===== src/psr_pkg.sv =====
// Constants for the status bit bank: register addresses, bit positions,
// reset values, management frame encodings and frame states.
// Assumes 5-bit register and station addresses on the serial management port.
package psr_pkg;

    localparam int PSR_REG_W = 16;
    localparam int PSR_ADDR_W = 5;

    // Register addresses
    localparam logic [4:0] PSR_ADDR_STATUS = 5'h01;
    localparam logic [4:0] PSR_ADDR_PARTNER = 5'h05;
    localparam logic [4:0] PSR_ADDR_EXTCTRL = 5'h10;
    localparam logic [4:0] PSR_ADDR_QSTAT = 5'h11;
    localparam logic [4:0] PSR_ADDR_TENCTRL = 5'h12;

    // Status register bit positions
    localparam int PSR_BIT_T4 = 15;
    localparam int PSR_BIT_TXFD = 14;
    localparam int PSR_BIT_TXHD = 13;
    localparam int PSR_BIT_TFD = 12;
    localparam int PSR_BIT_THD = 11;
    localparam int PSR_BIT_RSV_HI = 10;
    localparam int PSR_BIT_RSV_LO = 7;
    localparam int PSR_BIT_PRE = 6;
    localparam int PSR_BIT_ANC = 5;
    localparam int PSR_BIT_RF = 4;
    localparam int PSR_BIT_ANA = 3;
    localparam int PSR_BIT_LINK = 2;
    localparam int PSR_BIT_JAB = 1;
    localparam int PSR_BIT_EXT = 0;

    // Bits in the other registers
    localparam int PSR_BIT_LPRF = 13;
    localparam int PSR_BIT_OVR = 15;
    localparam int PSR_BIT_QJAB = 2;
    localparam int PSR_BIT_QRF = 1;
    localparam int PSR_BIT_QLINK = 0;
    localparam int PSR_BIT_JABEN = 5;

    // Reset values
    localparam logic PSR_RST_T4 = 1'h0;
    localparam logic PSR_RST_TXFD = 1'h1;
    localparam logic PSR_RST_TXHD = 1'h1;
    localparam logic PSR_RST_TFD = 1'h1;
    localparam logic PSR_RST_THD = 1'h1;
    localparam logic [3:0] PSR_RST_RSV = 4'h0;
    localparam logic PSR_RST_PRE = 1'h0;
    localparam logic PSR_RST_ANA = 1'h1;
    localparam logic PSR_RST_EXT = 1'h1;
    localparam logic PSR_RST_LATCH = 1'h0;
    localparam logic PSR_RST_OVR = 1'h0;
    localparam logic PSR_RST_JABEN = 1'h1;

    // Management frame encodings and lengths
    localparam logic [1:0] PSR_OP_READ = 2'h2;
    localparam logic [1:0] PSR_OP_WRITE = 2'h1;
    localparam logic [5:0] PSR_PREAMBLE_LEN = 6'h20;
    localparam logic [3:0] PSR_HDR_LAST = 4'hB;
    localparam logic [3:0] PSR_TA_LAST = 4'h1;
    localparam logic [3:0] PSR_DATA_LAST = 4'hF;

    typedef enum logic [5:0] {
        PSR_ST_PRE = 6'h01,
        PSR_ST_START = 6'h02,
        PSR_ST_HDR = 6'h04,
        PSR_ST_TA = 6'h08,
        PSR_ST_RD = 6'h10,
        PSR_ST_WR = 6'h20
    } psr_frame_t;

endpackage


===== src/psr_sync2.sv =====
// Two flip-flop synchroniser for pin levels.
// Assumes the inputs change slowly against the sampling clock.
`timescale 1ns/1ns
module psr_sync2 #(
    parameter int WIDTH = 2
) (
    input wire logic clk_sys,
    input wire logic reset,
    input wire logic [WIDTH-1:0] asyncIn,
    output logic [WIDTH-1:0] syncOut
);
    logic [WIDTH-1:0] stage1_r;

    // Refused at elaboration, before any logic is built
    if (WIDTH < 1)
    begin : g_badWidth
        $error("psr_sync2: WIDTH must be at least 1");
    end

    always_ff @(posedge clk_sys)
    begin
        if (reset)
        begin
            stage1_r <= '0;
            syncOut <= '0;
        end
        else
        begin
            stage1_r <= asyncIn;
            syncOut <= stage1_r;
        end
    end
endmodule // psr_sync2


===== src/psr_status_bank.sv =====
// Status bit bank of a twisted-pair PHY with its serial management slave.
// Assumes mdc and mdio arrive from pins; the condition inputs come from
// link monitor, negotiation and jabber logic running on clk_sys.
`timescale 1ns/1ns
module psr_status_bank
    import psr_pkg::*;
(
    input wire logic clk_sys,
    input wire logic reset,
    input wire logic mdcPin,
    input wire logic mdioIn,
    output logic mdioOut,
    output logic mdioOe_n,
    input wire logic [psr_pkg::PSR_ADDR_W-1:0] phyAddr,
    input wire logic anEnable,
    input wire logic anComplete,
    input wire logic lcwReceived,
    input wire logic lcwRemoteFault,
    input wire logic linkValid,
    input wire logic jabberSeen,
    output logic cap10Full,
    output logic cap10Half,
    output logic preambleSuppress,
    output logic overrideEn,
    output logic jabberCheckEn
);
    import psr_pkg::*;

    logic [1:0] pinSync;
    logic mdcS, mdioS, mdcPrev_r, mdcRise;

    psr_frame_t state_r, state_nxt;
    logic [5:0] preCnt_r;
    logic [3:0] bitCnt_r;
    logic [11:0] hdr_r, hdrNext;
    logic [15:0] wrShift_r, wrWord, rdShift_r, readWord;
    logic [4:0] regSel_r;
    logic own_r, isRead_r, preReady, hdrDone, opValid, addrHit, rdStart, wrDone, rdClr;

    logic tfd_r, thd_r, preSup_r, ovr_r, jabEn_r;
    logic anLatch_r, rfLatch_r, lpRf_r, linkLatch_r, jabLatch_r, anCond, rfSet;

    // Both pins pass the same two stages, so their relative timing holds
    psr_sync2 #(
        .WIDTH(2)
    ) u_pinSync (
        .clk_sys(clk_sys),
        .reset(reset),
        .asyncIn({mdcPin, mdioIn}),
        .syncOut(pinSync)
    );

    assign mdcS = pinSync[1];
    assign mdioS = pinSync[0];
    assign mdcRise = mdcS & ~mdcPrev_r;

    always_ff @(posedge clk_sys)
    begin
        if (reset)
            mdcPrev_r <= 1'h0;
        else
            mdcPrev_r <= mdcS;
    end

    // Frame decode
    assign hdrNext = {hdr_r[10:0], mdioS};
    assign wrWord = {wrShift_r[14:0], mdioS};
    assign preReady = (preCnt_r >= PSR_PREAMBLE_LEN) | preSup_r;
    assign hdrDone = (state_r == PSR_ST_HDR) & mdcRise & (bitCnt_r == PSR_HDR_LAST);
    assign opValid = (hdrNext[11:10] == PSR_OP_READ) | (hdrNext[11:10] == PSR_OP_WRITE);
    assign addrHit = hdrNext[9:5] == phyAddr;
    assign rdStart = hdrDone & addrHit & (hdrNext[11:10] == PSR_OP_READ);
    assign wrDone = (state_r == PSR_ST_WR) & mdcRise & (bitCnt_r == PSR_DATA_LAST)
        & own_r;

    // A read of either view releases the shared latches
    assign rdClr = rdStart & ((hdrNext[4:0] == PSR_ADDR_STATUS)
        | (hdrNext[4:0] == PSR_ADDR_QSTAT));

    always_comb
    begin
        state_nxt = state_r;
        unique case (state_r)
            PSR_ST_PRE:
                if (mdcRise & ~mdioS & preReady)
                    state_nxt = PSR_ST_START;
            PSR_ST_START:
                if (mdcRise)
                    state_nxt = mdioS ? PSR_ST_HDR : PSR_ST_PRE;
            PSR_ST_HDR:
                if (hdrDone)
                    state_nxt = opValid ? PSR_ST_TA : PSR_ST_PRE;
            PSR_ST_TA:
                if (mdcRise & (bitCnt_r == PSR_TA_LAST))
                    state_nxt = isRead_r ? PSR_ST_RD : PSR_ST_WR;
            PSR_ST_RD, PSR_ST_WR:
                if (mdcRise & (bitCnt_r == PSR_DATA_LAST))
                    state_nxt = PSR_ST_PRE;
            default:
                state_nxt = PSR_ST_PRE;
        endcase
    end

    always_ff @(posedge clk_sys)
    begin
        if (reset)
            state_r <= PSR_ST_PRE;
        else
            state_r <= state_nxt;
    end

    // Bit counter restarts on every state change
    always_ff @(posedge clk_sys)
    begin
        if (reset)
            bitCnt_r <= 4'h0;
        else if (state_nxt != state_r)
            bitCnt_r <= 4'h0;
        else if (mdcRise)
            bitCnt_r <= bitCnt_r + 4'h1;
    end

    // Preamble ones, saturating; a frame end needs a fresh preamble unless preSup_r is set
    always_ff @(posedge clk_sys)
    begin
        if (reset)
            preCnt_r <= 6'h00;
        else if (state_r != PSR_ST_PRE)
            preCnt_r <= 6'h00;
        else if (mdcRise)
        begin
            if (!mdioS)
                preCnt_r <= 6'h00;
            else if (preCnt_r < PSR_PREAMBLE_LEN)
                preCnt_r <= preCnt_r + 6'h01;
        end
    end

    // Header and write data shift registers
    always_ff @(posedge clk_sys)
    begin
        if (reset)
        begin
            hdr_r <= 12'h000;
            wrShift_r <= 16'h0000;
            regSel_r <= 5'h00;
            own_r <= 1'h0;
            isRead_r <= 1'h0;
        end
        else
        begin
            if ((state_r == PSR_ST_HDR) & mdcRise)
            begin
                hdr_r <= hdrNext;
            end
            if (hdrDone)
            begin
                regSel_r <= hdrNext[4:0];
                own_r <= addrHit;
                isRead_r <= hdrNext[11:10] == PSR_OP_READ;
            end
            if ((state_r == PSR_ST_WR) & mdcRise)
            begin
                wrShift_r <= wrWord;
            end
        end
    end

    // Read data mux over the live latch values
    always_comb
    begin
        readWord = 16'h0000;
        case (hdrNext[4:0])
            PSR_ADDR_STATUS:
            begin
                readWord[PSR_BIT_T4] = PSR_RST_T4;
                readWord[PSR_BIT_TXFD] = PSR_RST_TXFD;
                readWord[PSR_BIT_TXHD] = PSR_RST_TXHD;
                readWord[PSR_BIT_TFD] = tfd_r;
                readWord[PSR_BIT_THD] = thd_r;
                readWord[PSR_BIT_RSV_HI:PSR_BIT_RSV_LO] = PSR_RST_RSV;
                readWord[PSR_BIT_PRE] = preSup_r;
                readWord[PSR_BIT_ANC] = anLatch_r;
                readWord[PSR_BIT_RF] = rfLatch_r;
                readWord[PSR_BIT_ANA] = PSR_RST_ANA;
                readWord[PSR_BIT_LINK] = linkLatch_r;
                readWord[PSR_BIT_JAB] = jabLatch_r;
                readWord[PSR_BIT_EXT] = PSR_RST_EXT;
            end
            PSR_ADDR_PARTNER:
                readWord[PSR_BIT_LPRF] = lpRf_r;
            PSR_ADDR_EXTCTRL:
                readWord[PSR_BIT_OVR] = ovr_r;
            PSR_ADDR_QSTAT:
            begin
                readWord[PSR_BIT_QJAB] = jabLatch_r;
                readWord[PSR_BIT_QRF] = rfLatch_r;
                readWord[PSR_BIT_QLINK] = linkLatch_r;
            end
            PSR_ADDR_TENCTRL:
                readWord[PSR_BIT_JABEN] = jabEn_r;
            default:
                readWord = 16'h0000;
        endcase
    end

    // Pin drive: released in the first turnaround bit, zero in the second,
    // then sixteen data bits, each changed just after a rising mdc
    always_ff @(posedge clk_sys)
    begin
        if (reset)
        begin
            rdShift_r <= 16'h0000;
            mdioOut <= 1'h0;
            mdioOe_n <= 1'h1;
        end
        else
        begin
            if (rdStart)
            begin
                rdShift_r <= readWord;
            end
            else if (mdcRise & own_r & isRead_r)
            begin
                if ((state_r == PSR_ST_TA) & (bitCnt_r != PSR_TA_LAST))
                begin
                    mdioOut <= 1'h0;
                    mdioOe_n <= 1'h0;
                end
                else if ((state_r == PSR_ST_TA)
                    | ((state_r == PSR_ST_RD) & (bitCnt_r != PSR_DATA_LAST)))
                begin
                    mdioOut <= rdShift_r[15];
                    mdioOe_n <= 1'h0;
                    rdShift_r <= {rdShift_r[14:0], 1'h0};
                end
                else if (state_r == PSR_ST_RD)
                begin
                    mdioOut <= 1'h0;
                    mdioOe_n <= 1'h1;
                end
            end
        end
    end

    // Control bits written by the manager
    always_ff @(posedge clk_sys)
    begin
        if (reset)
        begin
            tfd_r <= PSR_RST_TFD;
            thd_r <= PSR_RST_THD;
            preSup_r <= PSR_RST_PRE;
            ovr_r <= PSR_RST_OVR;
            jabEn_r <= PSR_RST_JABEN;
        end
        else if (wrDone)
        begin
            // Reserved bits carry no state here, so they always read zero
            if ((regSel_r == PSR_ADDR_STATUS) & ovr_r)
            begin
                tfd_r <= wrWord[PSR_BIT_TFD];
                thd_r <= wrWord[PSR_BIT_THD];
                preSup_r <= wrWord[PSR_BIT_PRE];
            end
            if (regSel_r == PSR_ADDR_EXTCTRL)
            begin
                ovr_r <= wrWord[PSR_BIT_OVR];
            end
            if (regSel_r == PSR_ADDR_TENCTRL)
            begin
                jabEn_r <= wrWord[PSR_BIT_JABEN];
            end
        end
    end

    // Latches: the live condition is folded into the clear, so a set
    // in the read cycle survives; a read releases all but lpRf_r, as does anEnable low for the an latch and jabEn_r low for the jabber latch
    assign anCond = anEnable & anComplete;
    assign rfSet = lcwReceived & lcwRemoteFault;

    always_ff @(posedge clk_sys)
    begin
        if (reset)
            anLatch_r <= PSR_RST_LATCH;
        else if (!anEnable)
            anLatch_r <= 1'h0;
        else if (rdClr)
            anLatch_r <= anCond;
        else
            anLatch_r <= anLatch_r | anCond;
    end

    always_ff @(posedge clk_sys)
    begin
        if (reset)
        begin
            rfLatch_r <= PSR_RST_LATCH;
            lpRf_r <= PSR_RST_LATCH;
        end
        else
        begin
            if (rdClr)
                rfLatch_r <= rfSet;
            else
                rfLatch_r <= rfLatch_r | rfSet;
            if (lcwReceived)
                lpRf_r <= lcwRemoteFault;
        end
    end

    // Resets low so a link that never came up is not reported valid
    always_ff @(posedge clk_sys)
    begin
        if (reset)
            linkLatch_r <= PSR_RST_LATCH;
        else if (rdClr)
            linkLatch_r <= linkValid;
        else
            linkLatch_r <= linkLatch_r & linkValid;
    end

    always_ff @(posedge clk_sys)
    begin
        if (reset)
            jabLatch_r <= PSR_RST_LATCH;
        else if (!jabEn_r)
            jabLatch_r <= 1'h0;
        else if (rdClr)
            jabLatch_r <= jabberSeen;
        else
            jabLatch_r <= jabLatch_r | jabberSeen;
    end

    assign cap10Full = tfd_r;
    assign cap10Half = thd_r;
    assign preambleSuppress = preSup_r;
    assign overrideEn = ovr_r;
    assign jabberCheckEn = jabEn_r;

endmodule // psr_status_bank


===== config.mk =====
export PLATFORM = sky130hd
export DESIGN_NAME = psr_status_bank
export DESIGN_NICKNAME = d
export VERILOG_FILES = /design/src/psr_pkg.sv /design/src/psr_sync2.sv /design/src/psr_status_bank.sv
export SDC_FILE = /design/constraint.sdc
export NUM_CORES = 1
export LEC_CHECK = 0
export ABC_AREA = 1
export BUFFER_PORTS_ARGS = -buffer_cell sky130_fd_sc_hd__buf_4
export CAP_MARGIN = 15
export CORE_AREA = 2 2 100 102
export CTS_BUF_LIST = sky130_fd_sc_hd__clkbuf_8
export CTS_CLUSTER_DIAMETER = 80
export CTS_CLUSTER_SIZE = 25
export DETAILED_ROUTE_END_ITERATION = 16
export DIE_AREA = 0 0 102 104
export MAX_ROUTING_LAYER = met4
export PLACE_DENSITY = 0.63
export RECOVER_POWER = 100
export SYNTH_ARGS = -nofsm -noshare
export SYNTH_HDL_FRONTEND = slang
export SYNTH_HIERARCHICAL = 1
export SYNTH_SLANG_ARGS = --single-unit

===== constraint.sdc =====
create_clock -name clk_sys -period 1.7 [get_ports clk_sys]
set_input_delay 0.17 -clock clk_sys [delete_from_list [all_inputs] [get_ports clk_sys]]
set_output_delay 0.17 -clock clk_sys [all_outputs]
set_load 0.02 [all_outputs]

# --- After elaboration in Yosys (flattened, before gate mapping) ---
# Index checks and enable logic that the tools add are counted.
op_classes:
  add_sub_neg: 2
  mux: 32
  eq_ne: 26
  reduce_logical: 14
  bitwise: 33
  order_cmp: 2
ops:
  columns: ["cell", "count"]
  rows:
  - ["$mux 16", 4]
  - ["$mux 6", 8]
  - ["$pmux 6 s5", 1]
  - ["$eq 5x5->1 const B", 5]
  - ["$and 1x1->1", 21]
  - ["$mux 1", 12]
  - ["$eq 5x1->1 const B", 2]
  - ["$reduce_or 2->1", 5]
  - ["$eq 4x4->1 const B", 2]
  - ["$reduce_and 2->1", 4]
  - ["$mux 7", 1]
  - ["$or 1x1->1", 7]
  - ["$add 6x1->6 const B", 1]
  - ["$eq 6x1->1 const B", 1]
  - ["$eq 6x2->1 const B", 1]
  - ["$eq 6x3->1 const B", 1]
  - ["$eq 6x4->1 const B", 1]
  - ["$eq 6x5->1 const B", 1]
  - ["$eq 6x6->1 const B", 1]
  - ["$ge 6x6->1 const B", 1]
  - ["$lt 6x6->1 const B", 1]
  - ["$ne 6x1->1 const B", 1]
  - ["$ne 6x6->1", 1]
  - ["$pmux 3 s2", 1]
  - ["17 further kinds", 25]
totals:
  inputBits: 15
  wordCells: 133
  out_inout_bits: 7
  register_bits: 82

# --- Depth between registers and ports, before layout ---
logic_depth:
  ltp_word: 8
  ltp_mapped: 12
  depth_no_buf: 12

# --- Cells and area by module ---
# The synthesis kept the hierarchy.
by_module_without_submodules:
  columns: ["module", "cells_each", "n_inst", "seq_area_each_um2", "area_each_um2"]
  rows:
  - ["psr_status_bank", 514, 1, 1561.5, 3611.0]
  - ["psr_sync2", 12, 1, 80.1, 110.1]

# --- Worst setup path before layout ---
# Ideal clock, no wire load.
synth_timing:
  path_kind: "register to register"
  start: "register bitCnt_r[0]"
  end: "register ovr_r, in the netlist overrideEn"
  setup_ns: 0.117
  arrival_ns: 1.416
  slack_ns: 0.167
  period_less_slack_ns: 1.533
  path_buffers: 0
  t_required_ns: 1.583
  path_stages_with_launch: 9
  path_cell_list: "dfxtp_1 -> ha_1 -> nand3_1 -> nor2_1 -> inv_1 -> nor3_1 -> nand3_1 -> o21ai_1 -> nor2_1"
synth_via:
  elab_chain_cells: 4
synth_lines:
  columns: ["element", "line", "source"]
  rows:
  - ["from (decl)", "psr_status_bank.sv:34", "logic [3:0] bitCnt_r;"]
  - ["from (signal assigned)", "psr_status_bank.sv:120", "bitCnt_r <= bitCnt_r + 4'h1;"]
  - ["$eq 4x4->1", "psr_status_bank.sv:73", "assign wrDone = (state_r == PSR_ST_WR) & mdcRise & (bitCnt_r == PSR_DATA_LAST)"]
  - ["$and 1x1->1", "psr_status_bank.sv:73", null]
  - ["$and 1x1->1", "psr_status_bank.sv:74", "& own_r;"]
  - ["$reduce_and 2->1 (no source line)", null, null]
  - ["to (signal assigned)", "psr_status_bank.sv:268", "ovr_r <= wrWord[PSR_BIT_OVR];"]
  - ["to (decl)", "psr_status_bank.sv:40", "logic tfd_r, thd_r, preSup_r, ovr_r, jabEn_r;"]
# No other way between the ends.
# A chain may end at the register's enable or synchronous reset.

# --- Worst setup path in the final report ---
layout_timing:
  start: "register bitCnt_r[1]"
  end: "register rdShift_r[3]"
layout_via:
  elab_chain_cells: 6
  word_cells_on_any_way: 14
  classes_between: "4 x eq/ne; 1 x mux; 6 x bitwise; 3 x reduce/logical"
layout_lines:
  columns: ["element", "line", "source"]
  rows:
  - ["$eq 4x4->1", "psr_status_bank.sv:69", "assign hdrDone = (state_r == PSR_ST_HDR) & mdcRise & (bitCnt_r == PSR_HDR_LAST);"]
  - ["$and 1x1->1", "psr_status_bank.sv:69", null]
  - ["$and 1x1->1 (2 in series)", "psr_status_bank.sv:72", "assign rdStart = hdrDone & addrHit & (hdrNext[11:10] == PSR_OP_READ);"]
  - ["$ne 2x2->1 (no source line) / $reduce_bool 2->1 (equally long branches)", null, null]
  - ["$reduce_and 3->1 (no source line)", null, null]
  - ["to (signal assigned)", "psr_status_bank.sv:221", "rdShift_r <= readWord;"]
  - ["to (signal assigned)", "psr_status_bank.sv:235", "rdShift_r <= {rdShift_r[14:0], 1'h0};"]
  - ["to (decl)", "psr_status_bank.sv:36", "logic [15:0] wrShift_r, wrWord, rdShift_r, readWord;"]
# Several ways; a longest one is shown, not always the timed one.

==> results_dict.tcl <==
set metrics [dict create \
    status "complete, no violations" \
    r2r_slack_ns 0.14 \
    synth_top_family_by_area "simple AND/OR/NAND/NOR gates" \
    endpoint_kind "flip-flop" \
    yosys_warnings 6 \
    post-place-ws_ns -0.0967 \
    r2r_cells 10 \
    grt_pass1_vias 3074 \
    power_density_nw_per_um2 769 \
    hold_path_end "u_pinSync/stage1_r[0]" \
    utilization 0.456 \
    setup_violations 0 \
    switchingPower_w 0.000822 \
    wl_um 8220 \
    dp_hpwl_um 5770 \
    hold_depth 3 \
    drive_gt1_frac 0.142 \
    clk_path_buf_depth 2 \
    grt_max_degree 55 \
    clk_pin_slew_ns 0.09 \
    fin_tns_setup_ns 0 \
    clock_latency_ns 0.34 \
    routed_via_density 4.81 \
    start_kind "flip-flop" \
    place.gp.congestion 0.900 \
    grt_pass1_wl_um 14000 \
    stdcell_count 702 \
    rr_endpoint "rdShift_r[3]" \
    ioPinCount 22 \
    synth_fa_ha_area_frac 0.0168 \
    pwr-share-seq 0.580 \
    syn_to_final_growth_pct 17.1 \
    syn_avg_cell_area_um2 7.07 \
    vias 3378 \
    critPathMaxStageDelay_ns 0.38 \
    syn_inst 526 \
    synthMuxAreaShare 0 \
    finish.net_count 584 \
    min_period_over_period 0.917 \
    timing_hold_violations_final 0 \
    ir_worst_vdd_mv 0.489 \
    yosys.area_share.xor_xnor 0.0118 \
    hold_class "input pin to flip-flop" \
    yosysSeqAreaShare 0.441 \
    netlist.top_cell.by_area "dfxtp_1" \
    die_y_um 104 \
    cp_max_fo 8 \
    rsz0062_at_grt "no" \
    cts-root-buf "clkbuf_8" \
    skew_ns 0.0117 \
    worstSetupPathType "flip-flop to flip-flop" \
    numPortBuffers 21 \
    p_leak_nw 1.91 \
    p_sw_frac 0.245 \
    drt_iter0_drc 161 \
    coreArea_um2 9550 \
    synth_compound_area_frac 0.129 \
    initial_core_util 0.390 \
    holdBufCountCts 0 \
    slew_headroom 0.339 \
    drtAntennaViolNets 0 \
    slowest_stage "dfxtp_2" \
    wl_per_cell_um 11.7 \
    syn_nets 546 \
    worstReg2RegStart "bitCnt_r[1]" \
    arrival_ns 1.80 \
    drc 0 \
    path_cells "ha_4 > nand3_2 > inv_1 > nand2_1 > nand2_1 > inv_1 > nand2_2 > nand2_2 > o21ai_0 > nor2_1" \
    drt_pass1_iterations 6 \
    fmax_ghz 0.641 \
    ys_types 34 \
    synth_area_um2 3720 \
    ys_ff_latch 82 \
    diodes 0 \
    htree_levels 3 \
    cts_tree "yes" \
    worst_slack_ns 0.141 \
    fin_crit_ns 1.56 \
    slew_violations 0 \
    synth-simple-area-share 0.314 \
    dieArea_um2 10600 \
    hp-start "mdioIn" \
    die_w_um 102 \
    cts_sinks 82 \
    cap_violations 0 \
    antenna_found_initial 0 \
    synth_top_area_frac 0.441 \
    p_clk_frac 0.380 \
    intPower_w 0.00253 \
    yosys-top-cells-area "dfxtp_1 44%, nor2_1 10%, nand2_1 8.6%" \
    p_comb_frac 0.039 \
    gr-total-overflow 0 \
    place_inst 683 \
    worst_pin_slew_ns 0.992 \
    num_rows 36 \
    grt_use_total 0.166 \
    required_ns 1.94 \
    cts-buffers-inserted 9 \
    power_w 0.00335 \
]
==> cells in the mapped netlist (all sizes together) <==
cell    number
clkbuf       8
a211oi       2
nor3        10
or2          1
buf          8
a31oi        2
o211ai       4
a21oi       30
dfxtp       82
nor3b        1
nor2       112
o21a         2
ha           5
inv         62
xnor2        2
nand2       88
xor2         3
clkinv       2
o21ai       51
nand3       28
nand4       23
==> power groups by stage <==
stage	clock network (W)	logic [W]	registers [W]
2_1_floorplan	0	0.0000743	0.00199
3_3_place_gp	0	0.000132	0.00199
3_5_place_dp	0	0.000135	0.00199
4_1_cts	0.00134	0.000136	0.00194
5_1_grt	0.00142	0.000149	0.00195
6_report	0.00128	0.000131	0.00195
==> through the flow <==
| stage | hold slack [ns] | area, um2 |
|---|---|---|
| after global routing | 0.0122 | 4360 |
| after CTS | 0.00787 | 4340 |
| after floorplan | 0.241 | 3720 |
| after global placement | 0.375 | 4160 |
| after detailed placement | 0.385 | 4160 |
| final | 0.0253 | 4360 |
==> area by class of cell <==
type                            instances  area, um2
Sequential cell                        82       1650
Clock buffer                            9        124
Tap cell                              133        166
Multi-Input combinational cell        364       1810
Timing Repair Buffer                   43        323
Inverter                               64        240
Fill cell                             989       5190
Clock inverter                          7       53.8
==> critical path: cells and delay by family, from the launching register on <==
family | cells | cell delay (ns)
AO/OA/AOI/OAI | 1 | 0.18
adder cells (fa/ha/maj) | 1 | 0.17
buffers and inverters | 2 | 0.16
flip-flops | 1 | 0.38
AND/OR/NAND/NOR | 6 | 0.56
==> state kept, by name, indices dropped and copies added, names as in the netlist, 2 cells and up <==
name                count
wrShift_r              15
u_pinSync/stage1_r      2
rdShift_r              16
state_r                 6
u_pinSync/syncOut       2
hdr_r                  11
regSel_r                5
bitCnt_r                4
preCnt_r                6
==> timing repair <==
action	4_1_cts	5_1_grt
buffers inserted	0	3
endpoints found under the setup margin	8	43
gates resized for setup	1	15
pin swaps	0	3
==> cells by family (layout without fill, tap and decap cells) <==
kind of cell             count (synthesis)  count (layout)
flip-flops                              82              82
AO/OA/AOI/OAI                           91              91
adder cells (fa/ha/maj)                  5               5
AND/OR/NAND/NOR                        263             263
buffers and inverters                   80             123
XOR/XNOR                                 5               5
==> worst max-delay path by stage <==
stage | start | endpoint | cells past startpoint
floorplan | bitCnt_r[0] | overrideEn | 8
global route | bitCnt_r[1] | rdShift_r[3] | 10
finish | bitCnt_r[1] | rdShift_r[3] | 10
global placement | bitCnt_r[1] | overrideEn | 8
detailed placement | bitCnt_r[1] | overrideEn | 8
CTS | bitCnt_r[1] | overrideEn | 8
==> metal layers <==
metal  GRT usage  share of wire
met5           -              0
met3      0.0383          0.037
met1       0.228           0.50
met4      0.0476         0.0069
met2       0.245           0.46
==> cells in the final DEF (no fill, tap or decap), types with 2 or more instances in the layout <==
cell type,netlist,routed
nor2_1,104,101
nor3_1,10,9
o21ai_1,3,2
xor2_1,3,3
dfxtp_2,0,3
nor2_2,6,7
o21ai_0,48,49
buf_12,0,3
ha_1,5,4
nand4_1,22,22
clkbuf_8,0,9
clkinv_2,0,2
nand3_2,1,2
inv_2,6,6
clkbuf_2,1,3
nand3_1,26,25
a21oi_1,29,29
buf_4,2,26
a211oi_1,2,2
nand2_1,85,85
xnor2_1,2,2
inv_1,56,56
o211ai_1,4,4
nand2_2,3,3
clkinvlp_4,0,2
nor2_4,1,3
clkbuf_1,7,9
a31oi_1,2,2
dfxtp_1,82,79
o21a_1,2,2
clkinv_1,2,2
No activity file was read; power rests on OpenSTA's default activity.
